===== src/hdl/sqs_map.vh =====
`ifndef SQS_MAP_VH
`define SQS_MAP_VH
// ============================================================
// Register offsets.
`define SQS_ADDR_SUPPLY      4'h3
`define SQS_ADDR_QUICK       4'h4
// ============================================================
// Header, rail flag and quick status field positions.
`define SQS_ADDR_HI          15
`define SQS_ADDR_LO          12
`define SQS_BIT_FAIL         11
`define SQS_BIT_SUPPLY_SUM   10
`define SQS_BIT_DC           9
`define SQS_BIT_DEVICE_SUM   8
`define SQS_BIT_A_OV         7
`define SQS_BIT_A_UV         6
`define SQS_BIT_B_OV         5
`define SQS_BIT_B_UV         4
`define SQS_BIT_C_OV         3
`define SQS_BIT_C_UV         2
`define SQS_BIT_D_OV         1
`define SQS_BIT_D_UV         0
`define SQS_QUICK_HI         7
`define SQS_QUICK_LO         0
// ============================================================
// Reset values.
`define SQS_RST_FLAGS        8'h00
`define SQS_RST_WORD         16'h0000
`endif


===== src/hdl/sqs_status_regs.v =====
// Functional notes
// - Bit 11 reads one in fail mode with pin direct control, zero otherwise.
// - Bit 10 is the OR of all eight rail overvoltage and undervoltage flags.
// - Bit 8 ORs logic supply, frame, fallback, pwm clock, resistor, watchdog faults.
// - Bit 9 is read-only with no meaning; it reads zero here.
// - Rail A overvoltage sets bit 7, undervoltage bit 6; clears outputs 1 and 2.
// - Rail B overvoltage sets bit 5, undervoltage bit 4; clears outputs 3 and 4.
// - Rail C overvoltage sets bit 3, undervoltage bit 2; clears outputs 5 and 6.
// - Rail D overvoltage sets bit 1, undervoltage bit 0; clears outputs 7 and 8.
// - Each rail flag latches on its event and stays after the condition ends.
// - Quick status bits 7:0 OR each channel's thermal, overcurrent and open-load flags.
// - Supply status at offset 0x03, quick status at 0x04; after reset both read zero except their offset in bits 15:12.
`timescale 1ns/1ps
`include "sqs_map.vh"
module sqs_status_regs (
    input  wire        clk,
    input  wire        reset_n,
    input  wire        reg_rd,
    input  wire        reg_wr,
    input  wire [3:0]  reg_addr,
    input  wire [15:0] reg_wdata,
    output reg  [15:0] reg_rdata,
    output reg         reg_rvalid,
    input  wire        fail_mode_flag,
    input  wire        switch_supply_a_ov,
    input  wire        switch_supply_a_uv,
    input  wire        switch_supply_b_ov,
    input  wire        switch_supply_b_uv,
    input  wire        switch_supply_c_ov,
    input  wire        switch_supply_c_uv,
    input  wire        switch_supply_d_ov,
    input  wire        switch_supply_d_uv,
    input  wire        logic_supply_fault,
    input  wire        serial_frame_fault,
    input  wire        fallback_input,
    input  wire        pwm_clock_fault,
    input  wire        ext_resistor_fault,
    input  wire        watchdog_error,
    input  wire [7:0]  channel_thermal_shutdown,
    input  wire [7:0]  channel_thermal_warn_high,
    input  wire [7:0]  channel_thermal_warn_low,
    input  wire [7:0]  channel_overcurrent,
    input  wire [7:0]  channel_open_load,
    input  wire [7:0]  channel_output_enable_req,
    output reg  [7:0]  channel_output_enable
);

// ============================================================
// Input synchronisers. Detector levels come from analog comparators, so
// each passes two flops before anything looks at it.
wire [7:0]  rail_raw;
wire [6:0]  dev_raw;
wire [39:0] chn_raw;
reg  [7:0]  rail_s1_r;
reg  [7:0]  rail_s2_r;
reg  [6:0]  dev_s1_r;
reg  [6:0]  dev_s2_r;
reg  [39:0] chn_s1_r;
reg  [39:0] chn_s2_r;

assign rail_raw = {switch_supply_a_ov,
                   switch_supply_a_uv,
                   switch_supply_b_ov,
                   switch_supply_b_uv,
                   switch_supply_c_ov,
                   switch_supply_c_uv,
                   switch_supply_d_ov,
                   switch_supply_d_uv};

assign dev_raw = {fail_mode_flag,
                  logic_supply_fault,
                  serial_frame_fault,
                  fallback_input,
                  pwm_clock_fault,
                  ext_resistor_fault,
                  watchdog_error};

assign chn_raw = {channel_thermal_shutdown,
                  channel_thermal_warn_high,
                  channel_thermal_warn_low,
                  channel_overcurrent,
                  channel_open_load};

always @(posedge clk or negedge reset_n) begin
    if (!reset_n) begin
        rail_s1_r <= 8'h00;
        rail_s2_r <= 8'h00;
    end else begin
        rail_s1_r <= rail_raw;
        rail_s2_r <= rail_s1_r;
    end
end

always @(posedge clk or negedge reset_n) begin
    if (!reset_n) begin
        dev_s1_r <= 7'h00;
        dev_s2_r <= 7'h00;
    end else begin
        dev_s1_r <= dev_raw;
        dev_s2_r <= dev_s1_r;
    end
end

always @(posedge clk or negedge reset_n) begin
    if (!reset_n) begin
        chn_s1_r <= 40'h0000000000;
        chn_s2_r <= 40'h0000000000;
    end else begin
        chn_s1_r <= chn_raw;
        chn_s2_r <= chn_s1_r;
    end
end

// ============================================================
// Latched rail flags. Bit order matches the word: 7 is rail A overvoltage.
reg  [7:0] rail_flag_r;
reg  [7:0] rail_flag_nxt;
wire       wr_supply;

assign wr_supply = reg_wr && (reg_addr == `SQS_ADDR_SUPPLY);

always @* begin
    rail_flag_nxt = rail_flag_r;
    // Write one to clear; a new event in the same cycle wins over the clear.
    if (wr_supply) begin
        rail_flag_nxt = rail_flag_nxt & ~reg_wdata[7:0];
    end
    rail_flag_nxt = rail_flag_nxt | rail_s2_r;
end

always @(posedge clk or negedge reset_n) begin
    if (!reset_n) begin
        rail_flag_r <= `SQS_RST_FLAGS;
    end else begin
        rail_flag_r <= rail_flag_nxt;
    end
end

// ============================================================
// Named views of the latched flags, in the order they sit in the word.
wire       rail_a_overvoltage  = rail_flag_r[`SQS_BIT_A_OV];
wire       rail_a_undervoltage = rail_flag_r[`SQS_BIT_A_UV];
wire       rail_b_overvoltage  = rail_flag_r[`SQS_BIT_B_OV];
wire       rail_b_undervoltage = rail_flag_r[`SQS_BIT_B_UV];
wire       rail_c_overvoltage  = rail_flag_r[`SQS_BIT_C_OV];
wire       rail_c_undervoltage = rail_flag_r[`SQS_BIT_C_UV];
wire       rail_d_overvoltage  = rail_flag_r[`SQS_BIT_D_OV];
wire       rail_d_undervoltage = rail_flag_r[`SQS_BIT_D_UV];

// ============================================================
// Output enable gating. Enables follow the request, but a set rail flag
// forces its channel pair off until software clears the flag. The next
// flag value is used so the pair drops on the same edge the flag latches.
wire       rail_a_bad = rail_flag_nxt[`SQS_BIT_A_OV] | rail_flag_nxt[`SQS_BIT_A_UV];
wire       rail_b_bad = rail_flag_nxt[`SQS_BIT_B_OV] | rail_flag_nxt[`SQS_BIT_B_UV];
wire       rail_c_bad = rail_flag_nxt[`SQS_BIT_C_OV] | rail_flag_nxt[`SQS_BIT_C_UV];
wire       rail_d_bad = rail_flag_nxt[`SQS_BIT_D_OV] | rail_flag_nxt[`SQS_BIT_D_UV];
wire [7:0] pair_kill;

assign pair_kill = {rail_d_bad, rail_d_bad, rail_c_bad, rail_c_bad,
                    rail_b_bad, rail_b_bad, rail_a_bad, rail_a_bad};

always @(posedge clk or negedge reset_n) begin
    if (!reset_n) begin
        channel_output_enable <= 8'h00;
    end else begin
        channel_output_enable <= channel_output_enable_req & ~pair_kill;
    end
end

// ============================================================
// Header and quick status terms.
wire       fail_mode_sync;
wire       supply_fault_summary;
wire       device_fault_summary;
wire [7:0] channel_fault_summary;

assign fail_mode_sync        = dev_s2_r[6];
assign supply_fault_summary  = |rail_flag_r;
assign device_fault_summary  = |dev_s2_r[5:0];
assign channel_fault_summary = chn_s2_r[39:32]
                             | chn_s2_r[31:24]
                             | chn_s2_r[23:16]
                             | chn_s2_r[15:8]
                             | chn_s2_r[7:0];

// ============================================================
// Word assembly. Bit 9 carries no meaning and is held at zero so a reader
// that forgets to mask it still sees a stable value.
reg  [15:0] supply_word;
reg  [15:0] quick_word;

always @* begin
    supply_word = `SQS_RST_WORD;
    supply_word[`SQS_ADDR_HI:`SQS_ADDR_LO] = `SQS_ADDR_SUPPLY;
    supply_word[`SQS_BIT_FAIL]             = fail_mode_sync;
    supply_word[`SQS_BIT_SUPPLY_SUM]       = supply_fault_summary;
    supply_word[`SQS_BIT_DC]               = 1'h0;
    supply_word[`SQS_BIT_DEVICE_SUM]       = device_fault_summary;
    supply_word[`SQS_BIT_A_OV]             = rail_a_overvoltage;
    supply_word[`SQS_BIT_A_UV]             = rail_a_undervoltage;
    supply_word[`SQS_BIT_B_OV]             = rail_b_overvoltage;
    supply_word[`SQS_BIT_B_UV]             = rail_b_undervoltage;
    supply_word[`SQS_BIT_C_OV]             = rail_c_overvoltage;
    supply_word[`SQS_BIT_C_UV]             = rail_c_undervoltage;
    supply_word[`SQS_BIT_D_OV]             = rail_d_overvoltage;
    supply_word[`SQS_BIT_D_UV]             = rail_d_undervoltage;
end

always @* begin
    quick_word = `SQS_RST_WORD;
    quick_word[`SQS_ADDR_HI:`SQS_ADDR_LO]   = `SQS_ADDR_QUICK;
    quick_word[`SQS_BIT_FAIL]               = fail_mode_sync;
    quick_word[`SQS_BIT_SUPPLY_SUM]         = supply_fault_summary;
    quick_word[`SQS_BIT_DC]                 = 1'h0;
    quick_word[`SQS_BIT_DEVICE_SUM]         = device_fault_summary;
    quick_word[`SQS_QUICK_HI:`SQS_QUICK_LO] = channel_fault_summary;
end

// ============================================================
// Read port. Data appears one cycle after the read strobe; unmapped
// addresses return zero so the host never sees stale data.
always @(posedge clk or negedge reset_n) begin
    if (!reset_n) begin
        reg_rdata  <= `SQS_RST_WORD;
        reg_rvalid <= 1'h0;
    end else begin
        reg_rvalid <= reg_rd;
        if (reg_rd) begin
            case (reg_addr)
                `SQS_ADDR_SUPPLY: reg_rdata <= supply_word;
                `SQS_ADDR_QUICK:  reg_rdata <= quick_word;
                default:          reg_rdata <= `SQS_RST_WORD;
            endcase
        end
    end
end

endmodule


===== config.mk =====
export PLATFORM = sky130hd
export DESIGN_NAME = sqs_status_regs
export DESIGN_NICKNAME = d
export VERILOG_FILES = /design/src/hdl/sqs_status_regs.v
export VERILOG_INCLUDE_DIRS = /design/src /design/src/hdl
export SDC_FILE = /design/constraint.sdc
export NUM_CORES = 1
export LEC_CHECK = 0
export BUFFER_PORTS_ARGS = -buffer_cell sky130_fd_sc_hd__buf_2
export CORE_ASPECT_RATIO = 1.1
export CORE_MARGIN = 3
export CORE_UTILIZATION = 51
export CTS_CLUSTER_SIZE = 40
export DETAILED_ROUTE_END_ITERATION = 6
export GPL_ROUTABILITY_DRIVEN = 0
export PLACE_DENSITY = 0.75
export SLEW_MARGIN = 20
export SYNTH_ARGS = -nofsm -noshare
export SYNTH_HDL_FRONTEND = slang
export SYNTH_SLANG_ARGS = --single-unit

===== constraint.sdc =====
create_clock -name clk -period 1.3 [get_ports clk]
set_input_delay 0.26 -clock clk [delete_from_list [all_inputs] [get_ports clk]]
set_output_delay 0.26 -clock clk [all_outputs]
set_load 0.02 [all_outputs]

# After elaboration in Yosys (flattened, before gate mapping)

Cells that the tools add are included.

Register bits: 143

Reduce and logical (&&, ||, !) cells: 3
Multiplexer cells: 2
Bitwise operators: 13
Equal/unequal tests: 2

Operators with widths:

| operator                                             | number |
|---|---|
| bitwise OR 8 bit                                     | 5 |
| case mux 15 bit (2 select lines)                     | 1 |
| AND 8 bit                                            | 2 |
| NOT 8 bit                                            | 2 |
| 2-to-1 mux 8 bit                                     | 1 |
| OR reduction 8 bit                                   | 1 |
| OR reduction 6 bit                                   | 1 |
| equality test 4 x 2 -> 1 bit (second input constant) | 1 |
| equality test 4 x 3 -> 1 bit (second input constant) | 1 |
| bitwise OR 1 bit                                     | 4 |
| logical AND 1 bit                                    | 1 |

# Depth between registers and ports, before layout

Gate-level depths: netlist of the first run.

Depth in word-level cells: 7
Mapped depth: 5
Mapped depth without buffers: 3

# Worst setup path before layout of the first run

No wires, ideal clock.

Path type: reg-to-reg
Start point: register dev_s2_r[3]
End point: register reg_rdata[8]
Setup time: 0.136 ns
Path slack: 0.088 ns
Clock period less this slack: 1.212 ns
Buffers on the path: 0
Data arrival time: 1.076 ns
Cell stages (with the launch flop): 4
Path through: dfrtp_1 or4_1 nor3_1 o22ai_2

Cells in the longest elaborated chain, start to end: 2

RTL lines:

| what                             | RTL line              | text |
|---|---|---|
| from (decl)                      | sqs_status_regs.v:57  | `reg [6:0] dev_s2_r;` |
| from (signal assigned)           | sqs_status_regs.v:100 | `dev_s2_r <= dev_s1_r;` |
| OR reduction 6 bit               | sqs_status_regs.v:180 | `assign device_fault_summary = \|dev_s2_r[5:0];` |
| case mux 15 bit (2 select lines) | sqs_status_regs.v:230 | `case (reg_addr)` |
| to (signal assigned)             | sqs_status_regs.v:231 | `` `SQS_ADDR_SUPPLY: reg_rdata <= supply_word; `` |
| to (signal assigned)             | sqs_status_regs.v:232 | `` `SQS_ADDR_QUICK: reg_rdata <= quick_word; `` |
| to (signal assigned)             | sqs_status_regs.v:233 | `` default: reg_rdata <= `SQS_RST_WORD; `` |
| to (decl)                        | sqs_status_regs.v:22  | `output reg [15:0] reg_rdata,` |

No other way between the ends.
A chain may end at the register's enable or synchronous reset.

==> out/qor.yml, run 1 <==
outcome: "finished with violations"
violations: "setup timing"
min_from: "channel_output_enable_req[7]"
fill_cells: 409
io_pins: 112
fin_ws_ns: -0.04079
hold_path.class: "input port to flop"
synth_seq_cells: 140
cts_tree: "done"
firstDrtPassIters: 4
start_kind: "flop"
rr_startpoint: "chn_s2_r[5]$_DFF_PN0_"
initial_core_util: 0.5356
cp-startpoint: "reg_rdata[13]$_DFFE_PN0P_"
dpl.hpwl_um: 5171
wl_per_cell_um: 16.45
drv_slew: 0
cts_buffers: 17
drive_above_1_share: 0.4075
drt_iter0_drc: 113
grt_pass1_wl_um: 14370
syn-instance-count: 244
final_common_cell: "dfrtp_1"
die_x_um: 93.62
avgViaCountPerCell: 4.703
hold_viol: 0
nets: 528
cp_cell_sequence: "buf_6"
cp-end-kind: "primary output"
fin_setup_tns_ns: -0.1329
grt_pass1_vias: 2946
final-setup-viol-count: 6
power.density_mw_per_mm2: 1497
crit_fanout: 3
synth_warnings: 0
synth_top_area_share: 0.8135
skew_ns: 0.006365
route.vias.total: 2643
gr-usage-all-layers: 0.2062
cap_violations: 0
synth_top_area_cell: "dfrtp_1"
synth_cell_types: 23
dp.cells: 460
diodes: 0
peakVddDrop_v: 0.001062
power.leakage_uw: 0.002963
grt_max_degree: 36
ys_seq_area_frac: 0.8135
cts.sink_count: 140
crit_buf_inv: 1
overflow: 0
clock_latency_ns: 0.50
cp.required_ns: 1.04
cpPeakStageDelay_ns: 0.43
numPortBuffers: 101
layout.cells.non_filler: 562
clkTransAtPathRegs_ns: 0.06
critPathArrivalTime_ns: 1.08
fp.coreArea_mm2: 0.008040
cpMaxStageDelayCell: "dfrtp_1"
cts_root_buffer: "clkbuf_8"
syn_area_per_cell_um2: 17.65
fin_crit_sh: 1.031
die_area_mm2: 0.009584
area_growth_pct: 51.77
routed_wirelength_um: 9245
final_cell_mix: "140 x dfrtp_1, 79 x buf_2, 64 x dlygate4sd3_1"
clock_path_buffers: 2
min_period_ns: 1.341
chipHeight_um: 102.4
cts_max_level: 4
mappedNetlistArea_mm2: 0.004307
grt_setup_unrepaired: "true"
synth_area_leaders: "dfrtp_1 81%, a41oi_4 5.1%, inv_1 1.9%, or4_1 1.9%, o221ai_1 1.6%"
crit_family: "flip-flops"
antenna_found_initial: 0
crit_type: "flop to primary output"
drc: 0
ant_nets: 0
rows: 34
clock.fmax_ghz: 0.7458
-- cell usage after synthesis (all sizes together) --
| cell | count |
|---|---|
| buf | 8 |
| dfrtp | 140 |
| nor2b | 2 |
| conb | 1 |
| inv | 22 |
| and3b | 1 |
| nor3b | 9 |
| o221ai | 8 |
| nor3 | 1 |
| nand3 | 8 |
| nor2 | 17 |
| a41oi | 8 |
| o21ai | 3 |
| o22ai | 3 |
| or4 | 11 |
| nand2 | 2 |
-- registers in the layout, indices dropped and copies added, names as in the netlist --
signal and cells:
channel_output_enable 8, chn_s1_r 40, chn_s2_r 40, dev_s1_r 7
dev_s2_r 7, rail_flag_r 8, rail_s1_r 8, rail_s2_r 8
reg_rdata 13, reg_rvalid 1
-- cells by family after synthesis --
| logic type | Yosys count | synth area share |
|---|---|---|
| compound gates | 22 | 0.08222 |
| buf+inv | 30 | 0.03544 |
| flops | 140 | 0.8135 |
| other cells | 1 | 0.0008708 |
| simple gates | 51 | 0.06798 |
-- cell type report --
cell class,instances,area [um2],share of cell area
clock buffers,19,431.7,0.06604
clock inverters,13,131.4,0.02010
inverters,22,82.58,0.01263
multi-input cells,75,755.7,0.1156
flip-flops and latches,140,3503,0.5360
well taps,108,135.1,0.02067
repair buffers,185,1496,0.2289
-- where the power goes --
| group | internal (uW) | switching, uW |
|---|---|---|
| Sequential | 4560 | 83.0 |
| Clock | 2640 | 1840 |
| Combinational | 363 | 302 |
-- timing repair --
| item | 4_1_cts | 5_1_grt |
|---|---|---|
| setup endpoints to repair | 19 | 29 |
| resized for setup | 35 | 31 |
| setup buffers | 2 | 4 |
| hold endpoints to repair | 202 | 1 |
| pin swaps | 3 | 8 |
| hold buffers | 63 | 1 |
-- metal layers --
layer	global-route usage	part of all wire	vias up
met3	0.05081	0.046	8
met1	0.2346	0.38	1312
met2	0.3702	0.56	108
li1	-	-	1215
met4	0.09222	0.012	0
met5	0	0	-
-- through the flow --
step / power [uW] / worst slack, ns / hold slack (ns) / util / cell area [um2]
after floorplan: 4833 / 0.08813 / -0.03559 / - / 4310
after global placement: 5123 / -0.04147 / 0.1797 / 0.6290 / 5057
after CTS: 9788 / -0.04221 / 0.0001609 / 0.7938 / 6382
after global routing: 10140 / -0.07742 / 0.004465 / 0.8129 / 6536
after detailed placement: 5148 / -0.05064 / 0.1817 / 0.6290 / 5057
final: 9783 / -0.04079 / 0.02212 / 0.8129 / 6536
-- worst paths after layout --
check	endpoint	slack [ns]	depth (start not counted)
worst min-delay path	channel_output_enable[7]$_DFF_PN0_	0.02	2
worst max register to register	reg_rdata[5]$_DFFE_PN0P_	0.02	3
worst max-delay path	reg_rdata[12]	-0.04	1
worst min register to register	dev_s2_r[6]$_DFF_PN0_	0.35	0
max in group asynchronous	chn_s1_r[0]$_DFF_PN0_	0.59	3
min in group asynchronous	chn_s2_r[12]$_DFF_PN0_	0.22	2
Note: power is estimated with default switching activity, not from simulation.
==> inputs of run 2 (changes only) <==
==> constraint.sdc (replaced) <==
create_clock -name clk -period 1.25 [get_ports clk]
set_input_delay 0.25 -clock clk [delete_from_list [all_inputs] [get_ports clk]]
set_output_delay 0.25 -clock clk [all_outputs]
set_load 0.02 [all_outputs]
==> out/qor.yml, run 2 (synthesis gave the netlist of run 1 again) <==
area_growth_pct: 57.15
cts_root_buffer: "clkbuf_8"
dp.cells: 463  # +0.65%
clock_latency_ns: 0.51  # about the same
wl_per_cell_um: 16.57  # +0.74%
drv_slew: 0  # unchanged
peakVddDrop_v: 0.001705  # +61%
ant_nets: 0  # unchanged
skew_ns: 0.01450  # +0.008134 ns
hold_viol: 0  # unchanged
fp.coreArea_mm2: 0.008040  # unchanged
final_common_cell: "dfrtp_1"
diodes: 0  # unchanged
critPathArrivalTime_ns: 1.08  # about the same
dpl.hpwl_um: 4960  # -4.1%
fin_setup_tns_ns: -0.7917  # -0.6587 ns
grt_pass1_vias: 3030  # +2.9%
grt_pass1_wl_um: 14780  # +2.8%
fill_cells: 370  # -9.5%
die_x_um: 93.62  # unchanged
firstDrtPassIters: 4  # unchanged
gr-usage-all-layers: 0.2149  # +0.008675
regToRegSetupSlack_ns: -0.03  # -0.05 ns
min_period_ns: 1.332
clock_path_buffers: 2  # unchanged
power.leakage_uw: 0.003064  # +3.4%
rows: 34  # unchanged
fin_ws_ns: -0.08183  # -0.04104 ns
multi_input_area_um2: 798.3  # +5.6%
violations: "setup timing"
start_kind: "flop"
die_area_mm2: 0.009584  # unchanged
grt_setup_unrepaired: "true"
cp_cell_sequence: "buf_6"
outcome: "finished with violations"
drt_iter0_drc: 66  # -42%
cts_tree: "done"
crit_fanout: 3  # unchanged
chipHeight_um: 102.4  # unchanged
clock.fmax_ghz: 0.7508
drive_above_1_share: 0.4240  # +0.01649
drc: 0  # unchanged
cts.sink_count: 140  # unchanged
grt_max_degree: 50  # +39%
fin_crit_sh: 1.065
crit_type: "flop to primary output"
nets: 541  # +2.5%
clkTransAtPathRegs_ns: 0.06  # about the same
final-setup-viol-count: 27  # +21
io_pins: 112  # unchanged
antenna_found_initial: 0  # unchanged
power.density_mw_per_mm2: 1585  # +5.9%
hold_path.class: "input port to async pin"
crit_family: "flip-flops"
initial_core_util: 0.5356  # unchanged
avgViaCountPerCell: 4.685  # -0.37%
largestRegisters: "chn_s1_r (40), chn_s2_r (40), reg_rdata (13)"
layout.cells.non_filler: 575  # +2.3%
cpPeakStageDelay_ns: 0.43  # about the same
cts_max_level: 4  # unchanged
numPortBuffers: 101  # unchanged
overflow: 0  # unchanged
ff_latch_area_mm2: 0.003503  # unchanged
cap_violations: 0  # unchanged
cp.required_ns: 1.00  # -0.04 ns
cp-end-kind: "primary output"
cpMaxStageDelayCell: "dfrtp_1"
final_cell_mix: "140 x dfrtp_1, 77 x buf_2, 71 x dlygate4sd3_1"
cts_buffers: 17  # unchanged
routed_wirelength_um: 9529  # +3.1%
post-route-util: 0.8417  # +0.02879
route.vias.total: 2694  # +1.9%
crit_buf_inv: 1  # unchanged
run 2: cell type report:
type                            count  area share
Clock buffer                       17     0.06119
Clock inverter                     15     0.03106
Inverter                           22     0.01220
Multi-Input combinational cell     75      0.1180
Sequential cell                   140      0.5177
Tap cell                          108     0.01997
Timing Repair Buffer              198      0.2400
run 2: final timing paths:
kind | endpoint | cells after the start | startpoint
worst min register to register | chn_s2_r[7]$_DFF_PN0_ | 0 | chn_s1_r[7]$_DFF_PN0_
worst min-delay path | chn_s2_r[28]$_DFF_PN0_ | 2 | reset_n
worst max-delay path | reg_rdata[13] | 1 | reg_rdata[13]$_DFFE_PN0P_
worst max register to register | reg_rdata[8]$_DFFE_PN0P_ | 3 | dev_s2_r[3]$_DFF_PN0_
max in group asynchronous | rail_s1_r[3]$_DFF_PN0_ | 3 | reset_n
min in group clk | channel_output_enable[2]$_DFF_PN0_ | 3 | reg_wdata[5]
run 2: power by group:
part           leakage [uW]  switching (uW)  internal (uW)
sequential          0.00165            89.5           4740
clock              0.000305            1890           3280
combinational       0.00111             325            404
run 2: timing repair:
item                                    CTS  global route
endpoints found under the hold margin   210             0
endpoints found under the setup margin   32            33
gates resized for setup                  63            16
pin swaps                                10            14
buffers inserted                          4             5
hold buffers                             71             0
run 2: metal layers:
metal / global-route usage / up-vias / wire length (um)
li1: - / 1238 / -
met1: 0.2335 / 1345 / 3513
met2: 0.3955 / 97 / 5417
met3: 0.06480 / 14 / 445
met4: 0.08222 / 0 / 152
met5: 0 / - / 0
run 2: through the flow:
stage          total power, uW  hold slack [ns]  instance area [um2]  setup slack [ns]
2_1_floorplan             5026         -0.04559                 4310           0.03813
3_3_place_gp              5327          0.05939                 5080          -0.03243
3_5_place_dp              5352          0.06092                 5080          -0.07386
4_1_cts                  10760          0.07713                 6663           -0.1052
5_1_grt                  11120          0.09005                 6768           -0.1183
6_report                 10730           0.1023                 6768          -0.08183
==> inputs of run 3 (changes only) <==
--- a/config.mk
+++ b/config.mk
@@ -7,12 +7,13 @@
 export NUM_CORES = 1
 export LEC_CHECK = 0
 export BUFFER_PORTS_ARGS = -buffer_cell sky130_fd_sc_hd__buf_2
-export CORE_ASPECT_RATIO = 1.1
+export CORE_ASPECT_RATIO = 1.4
 export CORE_MARGIN = 3
 export CORE_UTILIZATION = 51
 export CTS_CLUSTER_SIZE = 40
 export DETAILED_ROUTE_END_ITERATION = 6
 export GPL_ROUTABILITY_DRIVEN = 0
+export MAX_ROUTING_LAYER = met4
 export PLACE_DENSITY = 0.75
 export SLEW_MARGIN = 20
 export SYNTH_ARGS = -nofsm -noshare
==> out/qor.yml, run 3 (synthesis gave the netlist of run 1 again) <==
cts_buffers: 17  # unchanged
clock_path_buffers: 2  # unchanged
area_growth_pct: 46.72
cts_max_level: 4  # unchanged
regToRegSetupSlack_ns: -0.03  # about the same
cts_tree: "done"
crit_buf_inv: 0  # -1
hold_path_end: "rail_flag_r[1]$_DFF_PN0_"
crit_type: "flop to flop"
clock_latency_ns: 0.41  # -0.10 ns
clock.fmax_ghz: 0.7841  # +4.4%
routed_wirelength_um: 8835  # -7.3%
cts_root_buffer: "clkbuf_16"
violations: "setup timing"
firstDrtPassIters: 4  # unchanged
cts.sink_count: 140  # unchanged
grt_setup_unrepaired: "true"
power.density_mw_per_mm2: 1642  # +3.6%
die_area_mm2: 0.009599  # +0.15%
multi_input_area_um2: 740.7  # -7.2%
hold_depth: 2
final_cell_mix: "140 x dfrtp_1, 97 x buf_2, 56 x dlygate4sd3_1"
place_ws_ns: -0.09792  # -0.02407 ns
cpPeakStageDelay_ns: 0.54  # +0.11 ns
ant_nets: 0  # unchanged
fin_setup_tns_ns: -0.05986  # +0.7318 ns
drive_above_1_share: 0.4067  # -0.01724
drt_iter0_drc: 69  # +4.5%
hold_viol: 0  # unchanged
cp_cell_sequence: "or4_4 -> nor2_4 -> o221ai_1"
ff_latch_area_mm2: 0.003503  # unchanged
min_period_ns: 1.275  # -0.05651 ns
critPathArrivalTime_ns: 1.54  # +0.46 ns
antenna_found_initial: 0  # unchanged
power.leakage_uw: 0.002917  # -4.8%
crit_family: "simple AND/OR/NAND/NOR gates"
cp.required_ns: 1.52  # +0.52 ns
io_pins: 112  # unchanged
dpl.hpwl_um: 5276  # +6.4%
start_kind: "flop"
final_common_cell: "dfrtp_1"
die_x_um: 83.67  # -11%
rows: 39  # +15%
peakVddDrop_v: 0.001539  # -9.8%
grt_pass1_wl_um: 14280  # -3.4%
fin_ws_ns: -0.02532  # +0.05651 ns
initial_core_util: 0.5253  # -0.01030
largestRegisters: "chn_s1_r (40), chn_s2_r (40), reg_rdata (13)"
layout.cells.non_filler: 547  # -4.9%
drc: 0  # unchanged
nets: 519  # -4.1%
skew_ns: 0.006312  # -0.008188 ns
wl_per_cell_um: 16.15  # -2.5%
numPortBuffers: 101  # unchanged
diodes: 0  # unchanged
cpMaxStageDelayCell: "or4_4"
hold_path.class: "input port to flop"
cap_violations: 0  # unchanged
rr_endpoint: "reg_rdata[2]$_DFFE_PN0P_"
final_area_mm2: 0.006319  # -6.6%
gr-usage-all-layers: 0.2096  # -0.005281
final-setup-viol-count: 3  # -89%
crit_fanout: 1  # -2
min_from: "reg_wdata[1]"
worst_hold_slack_ns: 0.07757  # -0.02470 ns
clkTransAtPathRegs_ns: 0.06  # about the same
rr_startpoint: "chn_s2_r[34]$_DFF_PN0_"
fin_crit_sh: 1.020  # -0.04521
drv_slew: 0  # unchanged
avgViaCountPerCell: 4.673  # -0.27%
detailed_place.area_mm2: 0.005047  # -0.64%
reg2reg_depth: 3  # unchanged
grt_max_degree: 43  # -14%
route.vias.total: 2556  # -5.1%
chipHeight_um: 114.7  # +12%
fp.coreArea_mm2: 0.008198  # +2.0%
overflow: 0  # unchanged
fill_cells: 485  # +31%
grt_pass1_vias: 2904  # -4.2%
outcome: "finished with violations"
dp.cells: 457  # -1.3%
cp-end-kind: "flop"
-- run 3: cell types whose count changed in the layout (fill, tap and decap cells not counted), moves of 3 or more --
cell and change:
buf_2 +20, buf_4 -4, buf_6 -21, clkbuf_8 +3, dlygate4sd3_1 -15, inv_6 -3, o221ai_1 +6, o221ai_2 -6
-- run 3: area by class of cell --
class,instances,area share
sequential,140,0.5545
inverter,22,0.01307
clock inverter,10,0.01782
clock buffer,22,0.07663
multi-input combinational,75,0.1172
tap,102,0.02020
timing repair buffer,176,0.2006
-- run 3: per-layer routing --
layer  track usage  share of wire  vias to the layer above
met5             -              0                        -
met4       0.09871          0.026                        0
met3       0.06523          0.042                       14
met2        0.3654           0.58                       76
met1        0.2154           0.35                     1278
li1              -              -                     1188
-- run 3: worst reg2reg max path, delay by kind of cell, from the launching register on --
kind | cells | cell delay (ns)
AOI/OAI and AO/OA | 1 | 0.10
DFF | 1 | 0.36
and+or+nand+nor | 2 | 0.67
-- run 3: power breakdown --
| group | total, uW | leakage, uW | internal, uW | switching [uW] |
|---|---|---|---|---|
| Sequential | 4830 | 0.00165 | 4740 | 80.2 |
| Clock | 4940 | 0.000292 | 3140 | 1790 |
| Combinational | 611 | 0.000973 | 311 | 300 |
-- run 3: how the worst max path moves through the flow --
| stage | cells past startpoint | startpoint | to | slack [ns] |
|---|---|---|---|---|
| after global placement | 3 | chn_s2_r[34]$_DFF_PN0_ | reg_rdata[2]$_DFFE_PN0P_ | -0.05 |
| final | 3 | chn_s2_r[34]$_DFF_PN0_ | reg_rdata[2]$_DFFE_PN0P_ | -0.03 |
| after global routing | 3 | chn_s2_r[5]$_DFF_PN0_ | reg_rdata[5]$_DFFE_PN0P_ | -0.08 |
| after detailed placement | 5 | reg_addr[2] | channel_output_enable[0]$_DFF_PN0_ | -0.1 |
| after CTS | 3 | chn_s2_r[6]$_DFF_PN0_ | reg_rdata[6]$_DFFE_PN0P_ | -0.03 |
| after floorplan | 3 | dev_s2_r[3]$_DFF_PN0_ | reg_rdata[8]$_DFFE_PN0P_ | 0.04 |
-- run 3: what timing repair did --
action	CTS	global route
pin swaps	5	8
endpoints found under the setup margin	8	11
hold endpoints to repair	90	0
hold buffers	56	0
buffers inserted	0	2
gates resized for setup	8	19
-- run 3: through the flow --
step,util,power [uW]
floorplan,-,5026
global placement,0.6157,5318
detailed placement,0.6157,5350
CTS,0.7604,10430
global route,0.7708,10750
finish,0.7708,10370
